===== config.mk =====
export PLATFORM = sky130hd
export DESIGN_NAME = drs_reset_seq
export DESIGN_NICKNAME = d
export VERILOG_FILES = /design/src/drs_pkg.sv /design/src/drs_reset_seq.sv /design/src/drs_settle_timer.sv
export SDC_FILE = /design/constraint.sdc
export NUM_CORES = 1
export LEC_CHECK = 0
export BUFFER_PORTS_ARGS = -buffer_cell sky130_fd_sc_hd__buf_2
export CORE_ASPECT_RATIO = 0.6
export CORE_MARGIN = 4
export CORE_UTILIZATION = 39
export CTS_CLUSTER_DIAMETER = 50
export DETAILED_ROUTE_END_ITERATION = 7
export PLACE_DENSITY_LB_ADDON = 0.1
export SLEW_MARGIN = 20
export SYNTH_ARGS = -nofsm -noshare
export SYNTH_HDL_FRONTEND = slang
export SYNTH_HIERARCHICAL = 1
export SYNTH_SLANG_ARGS = --single-unit

===== constraint.sdc =====
create_clock -name core_clk -period 2.9 [get_ports core_clk]
set_input_delay 0 -clock core_clk [delete_from_list [all_inputs] [get_ports core_clk]]
set_output_delay 0 -clock core_clk [all_outputs]
set_load 0.02 [all_outputs]

===== src/drs_pkg.sv =====
// Package of constants for the device reset sequencer.
// Assumes one core clock at 10 MHz; all users write drs_pkg::name.
package drs_pkg;

  localparam int unsigned CLK_PERIOD_NS   = 100;
  // Power-good settling times, as printed
  localparam int unsigned ANA_BG_TIME_MS  = 8;
  localparam int unsigned ANA_SUP_TIME_MS = 4;
  localparam int unsigned ANA_BG_CYCLES   =
    ANA_BG_TIME_MS * 1000000 / CLK_PERIOD_NS;
  localparam int unsigned ANA_SUP_CYCLES  =
    ANA_SUP_TIME_MS * 1000000 / CLK_PERIOD_NS;
  // Core regulator threshold in mV, compared against a digitised level
  localparam logic [11:0] CORE_THRESH_MV  = 12'h384;
  // Least reset pulse, in main core clock periods
  localparam int unsigned RST_MIN_CYCLES  = 3;
  localparam logic [1:0]  RST_CNT_W0      = 2'h0;
  // Clock enable to boot start, in cycles
  localparam logic [1:0]  CLK_SETTLE_CNT  = 2'h2;
  // Pin group widths
  localparam int unsigned HI_W            = 12;
  localparam int unsigned LO_W            = 5;
  localparam int unsigned Z_W             = 8;
  localparam int unsigned S01_W           = 3;
  localparam int unsigned S10_W           = 2;
  localparam int unsigned SX1_W           = 2;
  localparam int unsigned SX0_W           = 21;

  typedef enum logic [1:0] {
    DRS_HELD,
    DRS_CLK_EN,
    DRS_BOOT
  } drs_state_t;

endpackage : drs_pkg


===== src/drs_reset_seq.sv =====
// Device reset sequencer: main power-good, global reset, clock enable,
// boot start, pin overrides during reset, clock bypass in deepest idle,
// separate real-time-clock power-on reset and power-lost flag.
// Assumes analog detector levels are synchronous to core_clk.
//
// Summary of operation
// - Global reset when pin low or supply bad.
// - Supply ok after 8ms, 4ms, above 900mV.
// - Global reset spares the real-time-clock domain.
// - Boot starts when global reset releases.
// - Clock generator enabled before boot proceeds.
// - RTC power-on sets power-lost flag.
// - Deepest idle bypasses generator via clock select.
// - Reset overrides pins: high, low, Z, clock.
// - Software resets are not hardware resets.
module drs_reset_seq #(
  parameter int unsigned BG_CYCLES  = drs_pkg::ANA_BG_CYCLES,
  parameter int unsigned SUP_CYCLES = drs_pkg::ANA_SUP_CYCLES
) (
  // Clock and reset
  input  wire logic                    core_clk,
  input  wire logic                    rst,
  // Reset pin and analog detectors
  input  wire logic                    reset_pin_n,
  input  wire logic                    analog_regulator_input,
  input  wire logic                    analog_supply_on,
  input  wire logic [11:0]             core_regulator_output,
  // Real-time-clock domain
  input  wire logic                    rtc_power_on,
  input  wire logic                    rtc_flag_clear,
  output logic                         rtc_power_lost_flag,
  output logic                         rtc_reset_n,
  // Software reset requests
  input  wire logic                    cpu_soft_reset,
  input  wire logic [7:0]              periph_soft_reset,
  output logic                         cpu_reset_n,
  output logic [7:0]                   periph_reset_n,
  // Sequencing outputs
  output logic                         supply_ok_signal,
  output logic                         global_reset_n,
  output logic                         clkgen_enable,
  output logic                         boot_start,
  // Clock bypass
  input  wire logic                    deepest_idle_state,
  input  wire logic                    ref_clk_select,
  output logic                         clk_bypass,
  output logic                         clk_src_rtc,
  // Pin overrides
  input  wire logic [drs_pkg::HI_W-1:0]  hi_func,
  input  wire logic [drs_pkg::LO_W-1:0]  lo_func,
  input  wire logic [drs_pkg::Z_W-1:0]   z_func,
  input  wire logic [drs_pkg::Z_W-1:0]   z_func_oe,
  input  wire logic [drs_pkg::S01_W-1:0] s01_func,
  input  wire logic [drs_pkg::S10_W-1:0] s10_func,
  input  wire logic [drs_pkg::SX1_W-1:0] sx1_func,
  input  wire logic [drs_pkg::SX0_W-1:0] sx0_func,
  output logic [drs_pkg::HI_W-1:0]       hi_pin,
  output logic [drs_pkg::LO_W-1:0]       lo_pin,
  output logic [drs_pkg::Z_W-1:0]        z_pin,
  output logic [drs_pkg::Z_W-1:0]        z_pin_oe,
  output logic                           clk_pin_sel,
  output logic [drs_pkg::S01_W-1:0]      s01_pin,
  output logic [drs_pkg::S10_W-1:0]      s10_pin,
  output logic [drs_pkg::SX1_W-1:0]      sx1_pin,
  output logic [drs_pkg::SX0_W-1:0]      sx0_pin
);

  ////////////////////////////////////////////////////////////////////////
  logic bg_ok;
  logic sup_ok;
  logic v_ok;
  logic grst_n;

  drs_settle_timer #(.CYCLES(BG_CYCLES)) u_bg_tmr (
    .core_clk (core_clk),
    .rst      (rst),
    .level_in (analog_regulator_input),
    .settled  (bg_ok)
  );

  drs_settle_timer #(.CYCLES(SUP_CYCLES)) u_sup_tmr (
    .core_clk (core_clk),
    .rst      (rst),
    .level_in (analog_supply_on),
    .settled  (sup_ok)
  );

  assign v_ok = core_regulator_output > drs_pkg::CORE_THRESH_MV;

  ////////////////////////////////////////////////////////////////////////
  typedef struct packed {
    logic                       pg;
    logic                       grst_n;
    logic [1:0]                 low_cnt;
    logic [1:0]                 clk_cnt;
    drs_pkg::drs_state_t        state;
    logic                       clken;
    logic                       boot;
    logic                       rtc_lost;
    logic                       rtc_rst_n;
    logic                       cpu_rst_n;
    logic [7:0]                 per_rst_n;
    logic                       bypass;
    logic                       src_rtc;
    logic [drs_pkg::HI_W-1:0]   hi;
    logic [drs_pkg::LO_W-1:0]   lo;
    logic [drs_pkg::Z_W-1:0]    z;
    logic [drs_pkg::Z_W-1:0]    z_oe;
    logic                       clk_sel;
    logic [drs_pkg::S01_W-1:0]  s01;
    logic [drs_pkg::S10_W-1:0]  s10;
    logic [drs_pkg::SX1_W-1:0]  sx1;
    logic [drs_pkg::SX0_W-1:0]  sx0;
  } drs_regs_t;

  drs_regs_t st_ff;
  drs_regs_t nxt_st;

  // Pin low must stand three clocks before it counts; tied high never does
  logic pin_low_ok;
  assign pin_low_ok = (st_ff.low_cnt == 2'(drs_pkg::RST_MIN_CYCLES - 1))
                      && !reset_pin_n;
  assign grst_n = !(pin_low_ok || !st_ff.pg);

  always_comb begin
    nxt_st = st_ff;
    nxt_st.pg = bg_ok && sup_ok && v_ok;
    if (reset_pin_n) begin
      nxt_st.low_cnt = drs_pkg::RST_CNT_W0;
    end else if (!pin_low_ok) begin
      nxt_st.low_cnt = st_ff.low_cnt + 2'h1;
    end
    // Once recognised, reset holds while the pin stays low
    nxt_st.grst_n = grst_n && !(!reset_pin_n && !st_ff.grst_n);
    nxt_st.boot = 1'b0;
    case (st_ff.state)
      drs_pkg::DRS_HELD: begin
        nxt_st.clken = 1'b0;
        if (st_ff.grst_n) begin
          nxt_st.state   = drs_pkg::DRS_CLK_EN;
          nxt_st.clken   = 1'b1;
          nxt_st.clk_cnt = drs_pkg::CLK_SETTLE_CNT;
        end
      end
      drs_pkg::DRS_CLK_EN: begin
        nxt_st.clk_cnt = st_ff.clk_cnt - 2'h1;
        if (st_ff.clk_cnt == 2'h1) begin
          nxt_st.state = drs_pkg::DRS_BOOT;
          nxt_st.boot  = 1'b1;
        end
      end
      drs_pkg::DRS_BOOT: begin
      end
      default: nxt_st.state = drs_pkg::DRS_HELD;
    endcase
    if (!st_ff.grst_n) begin
      nxt_st.state = drs_pkg::DRS_HELD;
      nxt_st.clken = 1'b0;
      nxt_st.boot  = 1'b0;
    end
    // Real-time-clock domain ignores global reset; own power-on only
    nxt_st.rtc_rst_n = !rtc_power_on;
    if (rtc_power_on) begin
      nxt_st.rtc_lost = 1'b1;
    end else if (rtc_flag_clear) begin
      nxt_st.rtc_lost = 1'b0;
    end
    // Software resets never drive global reset
    nxt_st.cpu_rst_n = st_ff.grst_n && !cpu_soft_reset;
    nxt_st.per_rst_n = {8{st_ff.grst_n}} & ~periph_soft_reset;
    nxt_st.bypass  = deepest_idle_state;
    nxt_st.src_rtc = ref_clk_select;
    if (!st_ff.grst_n) begin
      nxt_st.hi      = '1;
      nxt_st.lo      = '0;
      nxt_st.z       = '0;
      nxt_st.z_oe    = '0;
      nxt_st.clk_sel = 1'b1;
      nxt_st.s01     = '0;
      nxt_st.s10     = '1;
      nxt_st.sx1     = '0;
      nxt_st.sx0     = '0;
    end else if (st_ff.state == drs_pkg::DRS_HELD) begin
      // First clock after release: go to second listed level
      nxt_st.s01 = '1;
      nxt_st.s10 = '0;
      nxt_st.sx1 = '1;
      nxt_st.sx0 = '0;
    end else begin
      nxt_st.hi      = hi_func;
      nxt_st.lo      = lo_func;
      nxt_st.z       = z_func;
      nxt_st.z_oe    = z_func_oe;
      nxt_st.clk_sel = 1'b0;
      nxt_st.s01     = s01_func;
      nxt_st.s10     = s10_func;
      nxt_st.sx1     = sx1_func;
      nxt_st.sx0     = sx0_func;
    end
  end

  always_ff @(posedge core_clk or posedge rst) begin
    if (rst) begin
      st_ff           <= '0;
      st_ff.state     <= drs_pkg::DRS_HELD;
      st_ff.rtc_lost  <= 1'b1;
      st_ff.hi        <= '1;
      st_ff.s10       <= '1;
      st_ff.clk_sel   <= 1'b1;
    end else begin
      st_ff <= nxt_st;
    end
  end

  ////////////////////////////////////////////////////////////////////////
  assign supply_ok_signal    = st_ff.pg;
  assign global_reset_n      = st_ff.grst_n;
  assign clkgen_enable       = st_ff.clken;
  assign boot_start          = st_ff.boot;
  assign rtc_power_lost_flag = st_ff.rtc_lost;
  assign rtc_reset_n         = st_ff.rtc_rst_n;
  assign cpu_reset_n         = st_ff.cpu_rst_n;
  assign periph_reset_n      = st_ff.per_rst_n;
  assign clk_bypass          = st_ff.bypass;
  assign clk_src_rtc         = st_ff.src_rtc;
  assign hi_pin              = st_ff.hi;
  assign lo_pin              = st_ff.lo;
  assign z_pin               = st_ff.z;
  assign z_pin_oe            = st_ff.z_oe;
  assign clk_pin_sel         = st_ff.clk_sel;
  assign s01_pin             = st_ff.s01;
  assign s10_pin             = st_ff.s10;
  assign sx1_pin             = st_ff.sx1;
  assign sx0_pin             = st_ff.sx0;

  ////////////////////////////////////////////////////////////////////////
  grst_cause_a: assert property (@(posedge core_clk) disable iff (rst)
    !st_ff.pg |=> !global_reset_n)
    else $error("global reset not taken on supply loss");
  pg_cause_a: assert property (@(posedge core_clk) disable iff (rst)
    $rose(supply_ok_signal) |-> $past(bg_ok) && $past(sup_ok))
    else $error("supply ok rose before settling");
  rtc_keep_a: assert property (@(posedge core_clk) disable iff (rst)
    !global_reset_n && !rtc_flag_clear && rtc_power_lost_flag
    |=> rtc_power_lost_flag)
    else $error("rtc flag lost on global reset");
  boot_seq_a: assert property (@(posedge core_clk) disable iff (rst)
    $rose(clkgen_enable) |-> ##2 (boot_start || !global_reset_n))
    else $error("boot not started after clock enable");
  clk_first_a: assert property (@(posedge core_clk) disable iff (rst)
    boot_start |-> clkgen_enable && $past(clkgen_enable))
    else $error("boot before clock generator");
  rtc_por_a: assert property (@(posedge core_clk) disable iff (rst)
    rtc_power_on |=> rtc_power_lost_flag && !rtc_reset_n)
    else $error("rtc power-on not flagged");
  pin_min_a: assert property (@(posedge core_clk) disable iff (rst)
    $fell(global_reset_n) && supply_ok_signal
    |-> $past(!reset_pin_n, 3))
    else $error("short reset pulse recognised");
  bypass_a: assert property (@(posedge core_clk) disable iff (rst)
    deepest_idle_state |=> clk_bypass)
    else $error("clock not bypassed in deepest idle");
  pin_ovr_a: assert property (@(posedge core_clk) disable iff (rst)
    !global_reset_n |=> hi_pin == '1 && lo_pin == '0
    && z_pin_oe == '0 && clk_pin_sel)
    else $error("pins not overridden in reset");
  soft_a: assert property (@(posedge core_clk) disable iff (rst)
    cpu_soft_reset && global_reset_n && supply_ok_signal
    |=> !cpu_reset_n && global_reset_n)
    else $error("software reset treated as hardware");
  synch_a: assert property (@(posedge core_clk) disable iff (rst)
    $rose(global_reset_n) |=> s01_pin == '1 && s10_pin == '0)
    else $error("synch group did not transition");

endmodule : drs_reset_seq


===== src/drs_settle_timer.sv =====
// Settling timer: output rises after input stays high for CYCLES clocks.
// Assumes a synchronous enable level; restarts whenever it falls.
module drs_settle_timer #(
  parameter int unsigned CYCLES = 16
) (
  // Clock and reset
  input  wire logic core_clk,
  input  wire logic rst,
  // Level in, settled out
  input  wire logic level_in,
  output logic      settled
);

  localparam int unsigned CW = $clog2(CYCLES + 1);

  typedef struct packed {
    logic [CW-1:0] cnt;
    logic          done;
  } drs_tmr_t;

  drs_tmr_t st_ff;
  drs_tmr_t nxt_st;

  always_comb begin
    nxt_st = st_ff;
    if (!level_in) begin
      nxt_st.cnt  = '0;
      nxt_st.done = 1'b0;
    end else if (st_ff.cnt == CW'(CYCLES - 1)) begin
      nxt_st.done = 1'b1;
    end else begin
      nxt_st.cnt = st_ff.cnt + CW'(1);
    end
  end

  always_ff @(posedge core_clk or posedge rst) begin
    if (rst) begin
      st_ff <= '0;
    end else begin
      st_ff <= nxt_st;
    end
  end

  assign settled = st_ff.done;

endmodule : drs_settle_timer


==> run metrics, run 1 <==
status complete, no violations; Post-synth EDFFs 0; total track usage 16.5%; Routed Antenna Nets 0; CP required 3.18 ns; Clock Tree Buf Depth 2; r2r setup slk 0.82 ns; H-tree level count 4; worst setup path category flip-flop to flip-flop; worst skew pair latency 0.40 ns; unrepaired setup endpoints after global routing no; placed cells 739; Mapped Area 5410 um^2; fin area 7280 um^2; layout cells sized above 1 34.7%; RD Place Congestion 0.745; die area 15900 um^2; first-pass GRT wire length 21.1 mm; xor/xnor share of the synthesized area 2.91%; final setup vio count 0; syn_nets 573; Unique masters post-synth 46; Synth Flop Type dfrtp_1; post-synthesis mux area share 1.11%; hold buffers post-CTS 81; CTS tree yes; DIE WIDTH 160 um; Crit Path Max Fanout 11; Post-Synth Simple-Gate Area 17.3%; maximum vdd drop 359 uV; routed wire length 12.8 mm; P&R area growth vs syn 34.5%; Routed WL per cell 15.0 um; flops & latches, synth 120; most frequent cells in the layout 169 x buf_2, 104 x dfrtp_1, 81 x dlygate4sd3_1; hpwl dp 8.28 mm; post-layout min period 2.08 ns; number of fill cells in the layout 1183; leading area contributor after synthesis dfrtp_1; Pleak 3.64 nW; compound-gate portion of the synthesized area 9.20%; initial antenna violation count 0; Row Count 33; DR DRC count 0; Yosys top cell area share 48.1%; Final nets 759; synth top area cells dfrtp_1 48%, buf_4 9.8%, dfstp_2 7.8%; n_diodes 0; CTS clk-pin slew, worst paths 0.06 ns; vias 3991; Mapped Cells 478; PnR worst setup slack 0.823 ns; clk_skew 0.00674 ns; port bufs 169; Slew Limit Fails 0; Initial Util 39.7%; Max Clk Rate 482 MHz; RR Startpoint u_bg_tmr/st_ff[4]; Final Hold Viols 0; vias in the first global route 4073; Final period util 71.6%; post-CTS setup repair buffer count 0; most common cell after layout, fill and taps aside buf_2; multi-input logic area 1700 um^2; Worst EP arrival 2.36 ns; CTS sink count 120; post-synthesis adder-cell area fraction 0.924%; placed cell area 5900 um^2; Crit. Startpoint u_bg_tmr/st_ff[4]; CTS resizes 0; largest family of logic cells by synthesized area simple AND/OR/NAND/NOR gates; CTS buffer count 17; core area 13600 um^2; Starting DRT DRC Count 206; Slew @ Worst Pin 0.823 ns; drt first pass iters 4; sequential fraction of the synthesis area 55.8%; crit end category flip-flop; warnings from Yosys 6; relative slew slack 45.2%; total gr overflow 0; routed vias/inst 4.68; Post-Layout Cell Count 852; startpoint types flip-flop; worst min-delay path startpoint ref_clk_select; die height 99.3 um; dpl ws 0.857 ns; sum of negative setup slack 0 ns; Power Density 547 nW/um^2; HP Class primary input to flip-flop; ys async rst share 100%; pin count of the biggest net entering global routing 45; Root Driver clkbuf_16; syn_area_per_cell 11.3 um^2; MaxCap Viol Count 0; boundary pin count 170; Reg area 3020 um^2
## synthesized netlist by cell type (4+ instances only)
master,instances
nand3_1,12
clkbuf_1,6
nand4_1,9
and2_1,40
a22o_1,21
buf_4,71
nor3_1,8
o21ai_0,14
a21boi_1,4
inv_1,15
xnor2_1,8
o21a_1,5
and3_1,4
buf_6,4
ha_1,4
nor4_1,11
nor2_1,13
nand2_1,29
mux2i_1,6
dfstp_2,16
xor2_1,10
buf_2,6
dfrtp_1,104
o22a_1,13
nor2b_1,13
## path summary, 6_finish.rpt
path,cells after the start,end
setup / recovery,4,u_bg_tmr/st_ff[2]
hold / removal,2,clk_src_rtc
setup reg to reg,4,u_bg_tmr/st_ff[2]
hold reg to reg,2,clk_pin_sel
max in group asynchronous,4,rtc_power_lost_flag
min in group asynchronous,3,u_sup_tmr/st_ff[4]
## state kept, by name, indices dropped and copies added, names as in the netlist
signal	count
boot_start	1
clk_bypass	1
clk_pin_sel	1
clk_src_rtc	1
clkgen_enable	1
cpu_reset_n	1
global_reset_n	1
hi_pin	12
lo_pin	5
periph_reset_n	8
rtc_power_lost_flag	1
rtc_reset_n	1
s01_pin	3
s10_pin	2
st_ff	6
supply_ok_signal	1
sx0_pin	21
sx1_pin	2
u_bg_tmr/settled	1
u_bg_tmr/st_ff	17
u_sup_tmr/settled	1
u_sup_tmr/st_ff	16
z_pin	8
z_pin_oe	8
## area by class of cell
| class | count | area share, % |
|---|---|---|
| Tap cell | 175 | 3.01 |
| Clock buffer | 19 | 6.22 |
| Inverter | 15 | 0.790 |
| Sequential cell | 120 | 41.5 |
| Multi-Input combinational cell | 255 | 23.4 |
| Clock inverter | 13 | 1.67 |
| Timing Repair Buffer | 255 | 23.4 |
## per-stage QoR
stage	utilization, %	hold WS, ns	power, W
3_5_place_dp	43.3	0.113	0.00194
6_report	53.5	0.252	0.00398
5_1_grt	53.5	0.237	0.00418
4_1_cts	53.5	0.230	0.00405
3_3_place_gp	43.3	0.112	0.00193
2_1_floorplan	-	-0.0739	0.00184
## worst max-delay path, cell delays in order, from the launching register on
cell and delay [ns]:
dfrtp_1 0.46, nand4_1 0.51, nor4_4 0.68, mux2i_1 0.24
nor2b_1 0.06
## per-layer routing
layer / vias to the layer above / global-route usage (%) / wire (um)
met4: 0 / 4.43 / 89
met2: 117 / 25.5 / 5830
met5: - / 0 / 0
met3: 9 / 5.22 / 696
met1: 1931 / 22.5 / 6150
li1: 1934 / - / -
## logic make-up (layout without fill, tap and decap cells)
family / after synthesis / in the layout
flip-flops: 120 / 120
AND/OR/NAND/NOR: 161 / 161
adder cells (fa/ha/maj): 4 / 4
multiplexers: 6 / 6
AO/OA/AOI/OAI: 66 / 66
XOR/XNOR: 18 / 18
buffers and inverters: 103 / 302
## report_power, final
part	total, W	switching [W]	internal (W)
sequential	0.00172	0.0000196	0.00170
combinational	0.000270	0.000116	0.000154
clock	0.00199	0.000764	0.00123
total	0.00398	0.000900	0.00308
Power figures use the tool's default switching activity.
==> inputs of run 2 (changes only) <==
Clock period 2.9 ns to 1.7 ns, I/O delays scaled along.
==> run 2 against run 1 <==
Compared with the run above:
- clock skew increased by 0.0015 ns
- global-route usage increased by 0.41 points
- worst setup slack got worse by 0.79 ns
- sequential share of layout area decreased by 1.9 points
- non-clock buffer count increased by 32
- flip-flop and latch count unchanged
- largest cell class unchanged
- largest power group unchanged
==> run metrics, run 2 (synthesized netlist as in run 1, its figures left out) <==
DR DRC count 0 (unchanged); Final period util 98.0% (was 71.6%); Row Count 33 (unchanged); MaxCap Viol Count 0 (unchanged); Max Clk Rate 600 MHz (was 482 MHz); layout cells sized above 1 38.9% (was 34.7%); Clock power frac 51.0% (was 50.0%); HP Class primary input to asynchronous set/reset pin (was primary input to flip-flop); Post-Layout Cell Count 884 (was 852); RD Place Congestion 0.821 (was 0.745); CTS sink count 120 (unchanged); Psw 0.00163 W (was 0.000900 W); CTS tree yes (unchanged); Clock Tree Buf Depth 2 (unchanged); relative slew slack 49.0% (was 45.2%); core area 13600 um^2 (unchanged); startpoint types flip-flop (unchanged); Switching Fraction 23.2% (was 22.6%); placed cells 770 (was 739); number of fill cells in the layout 1158 (was 1183); CP required 2.02 ns (was 3.18 ns); Reg power frac 41.7% (was 43.2%); routed vias/inst 4.70 (was 4.68); Final nets 791 (was 759); crit end category flip-flop (unchanged); hpwl dp 8.92 mm (was 8.28 mm); maximum vdd drop 612 uV (was 359 uV); unrepaired setup endpoints after global routing yes (was no); die area 15900 um^2 (unchanged); Pleak 3.82 nW (was 3.64 nW); Largest register FFs 21 (unchanged); Gate power share 7.3% (was 6.8%); crit path cell chain or4_4, nor4_4, buf_4, a31oi_1, nor3b_1 (was nand4_1, nor4_4, mux2i_1, nor2b_1); Worst EP arrival 1.99 ns (was 2.36 ns); H-tree level count 4 (unchanged); CTS clk-pin slew, worst paths 0.06 ns (about the same); sum of negative setup slack 0 ns (unchanged); P&R area growth vs syn 40.8% (was 34.5%); worst hold slack 0.201 ns (was 0.252 ns); Crit Path Max Fanout 2 (was 11); total gr overflow 0 (unchanged); worst setup path category flip-flop to flip-flop (unchanged); vias 4151 (was 3991); Initial Util 39.7% (unchanged); slowest CP cell or4_4 (was nor4_4); vias in the first global route 4265 (was 4073); Routed WL per cell 15.0 um (about the same); Root Driver clkbuf_16 (unchanged); Power Density 921 nW/um^2 (was 547 nW/um^2); post-layout min period 1.67 ns (was 2.08 ns); status complete, no violations (unchanged); boundary pin count 170 (unchanged); initial antenna violation count 0 (unchanged); final setup vio count 0 (unchanged); DIE WIDTH 160 um (unchanged); clk_skew 0.00824 ns (was 0.00674 ns); port bufs 169 (unchanged); n_diodes 0 (unchanged); worst skew pair latency 0.41 ns (was 0.40 ns); most frequent cells in the layout 169 x buf_2, 104 x dfrtp_1, 81 x dlygate4sd3_1 (unchanged); Slew @ Worst Pin 0.764 ns (was 0.823 ns); drt first pass iters 4 (unchanged); die height 99.3 um (unchanged); Slew Limit Fails 0 (unchanged); routed wire length 13.3 mm (was 12.8 mm); most common cell after layout, fill and taps aside buf_2 (unchanged); crit-path max cell delay 0.58 ns (was 0.68 ns); Starting DRT DRC Count 179 (was 206); pin count of the biggest net entering global routing 43 (was 45); total track usage 16.9% (was 16.5%); Routed Antenna Nets 0 (unchanged); Final Hold Viols 0 (unchanged); first-pass GRT wire length 21.5 mm (was 21.1 mm); CTS buffer count 17 (unchanged); Int Power 0.00539 W (was 0.00308 W); r2r setup slk 0.03 ns (was 0.82 ns)
-- run 2: cell types whose count changed in the layout (fill, tap and decap cells not counted), sizes merged --
cell	before	now
clkinv	6	2
bufinv	1	2
inv	16	22
clkbuf	19	18
buf	174	206
clkinvlp	5	3
-- run 2: path summary, 6_finish.rpt --
check,startpoint,endpoint,cells after the start
worst max-delay path,u_bg_tmr/st_ff[11],u_bg_tmr/st_ff[6],5
worst min-delay path,rst,supply_ok_signal,3
worst max register to register,u_bg_tmr/st_ff[11],u_bg_tmr/st_ff[6],5
worst min register to register,clk_pin_sel,clk_pin_sel,2
max in group asynchronous,rst,hi_pin[4],4
min in group core_clk,ref_clk_select,clk_src_rtc,2
-- run 2: power groups by stage --
stage                     sequential, W  combinational (W)  clock [W]
after floorplan                 0.00299           0.000158          0
after global placement          0.00298           0.000349          0
after detailed placement        0.00298           0.000362          0
after CTS                       0.00293           0.000510    0.00370
after global routing            0.00293           0.000574    0.00383
final                           0.00293           0.000509    0.00358
-- run 2: final cells by class --
type / instances / area [um^2] / area share [%]
Clock inverter: 14 / 163 / 2.13
Clock buffer: 18 / 429 / 5.63
Multi-Input combinational cell: 255 / 1760 / 23.1
Tap cell: 175 / 219 / 2.87
Timing Repair Buffer: 287 / 1970 / 25.9
Inverter: 15 / 60.1 / 0.788
Sequential cell: 120 / 3020 / 39.7
-- run 2: per-layer routing --
layer	vias up	track usage, %	part of all wire (%)
met5	-	0	0
met4	0	5.42	0.94
met3	10	5.22	5.0
met2	123	26.0	46
met1	2010	23.0	49
li1	2008	-	-
-- run 2: through the flow --
stage	util [%]	power, W	cell area, um^2	worst slack (ns)
after global routing	56.0	0.00733	7620	-0.0149
after floorplan	-	0.00314	5420	-0.0495
after CTS	55.6	0.00714	7570	0.00408
after detailed placement	45.2	0.00334	6160	-0.0573
after global placement	45.2	0.00332	6160	-0.0454
final	56.0	0.00702	7620	0.0344
-- run 2: worst max-delay path, delay by kind of cell (launching register included) --
kind / cells / cell delay (ns)
AND/OR/NAND/NOR: 3 / 0.99
flip-flops: 1 / 0.37
buffers and inverters: 1 / 0.15
AO/OA/AOI/OAI: 1 / 0.08
-- run 2: repair_timing --
action | CTS | global route
resized for setup | 2 | 11
endpoints found under the hold margin | 145 | 0
hold buffers | 81 | 0
pin swaps | 3 | 2
setup buffers | 0 | 1
setup endpoints to repair | 8 | 34
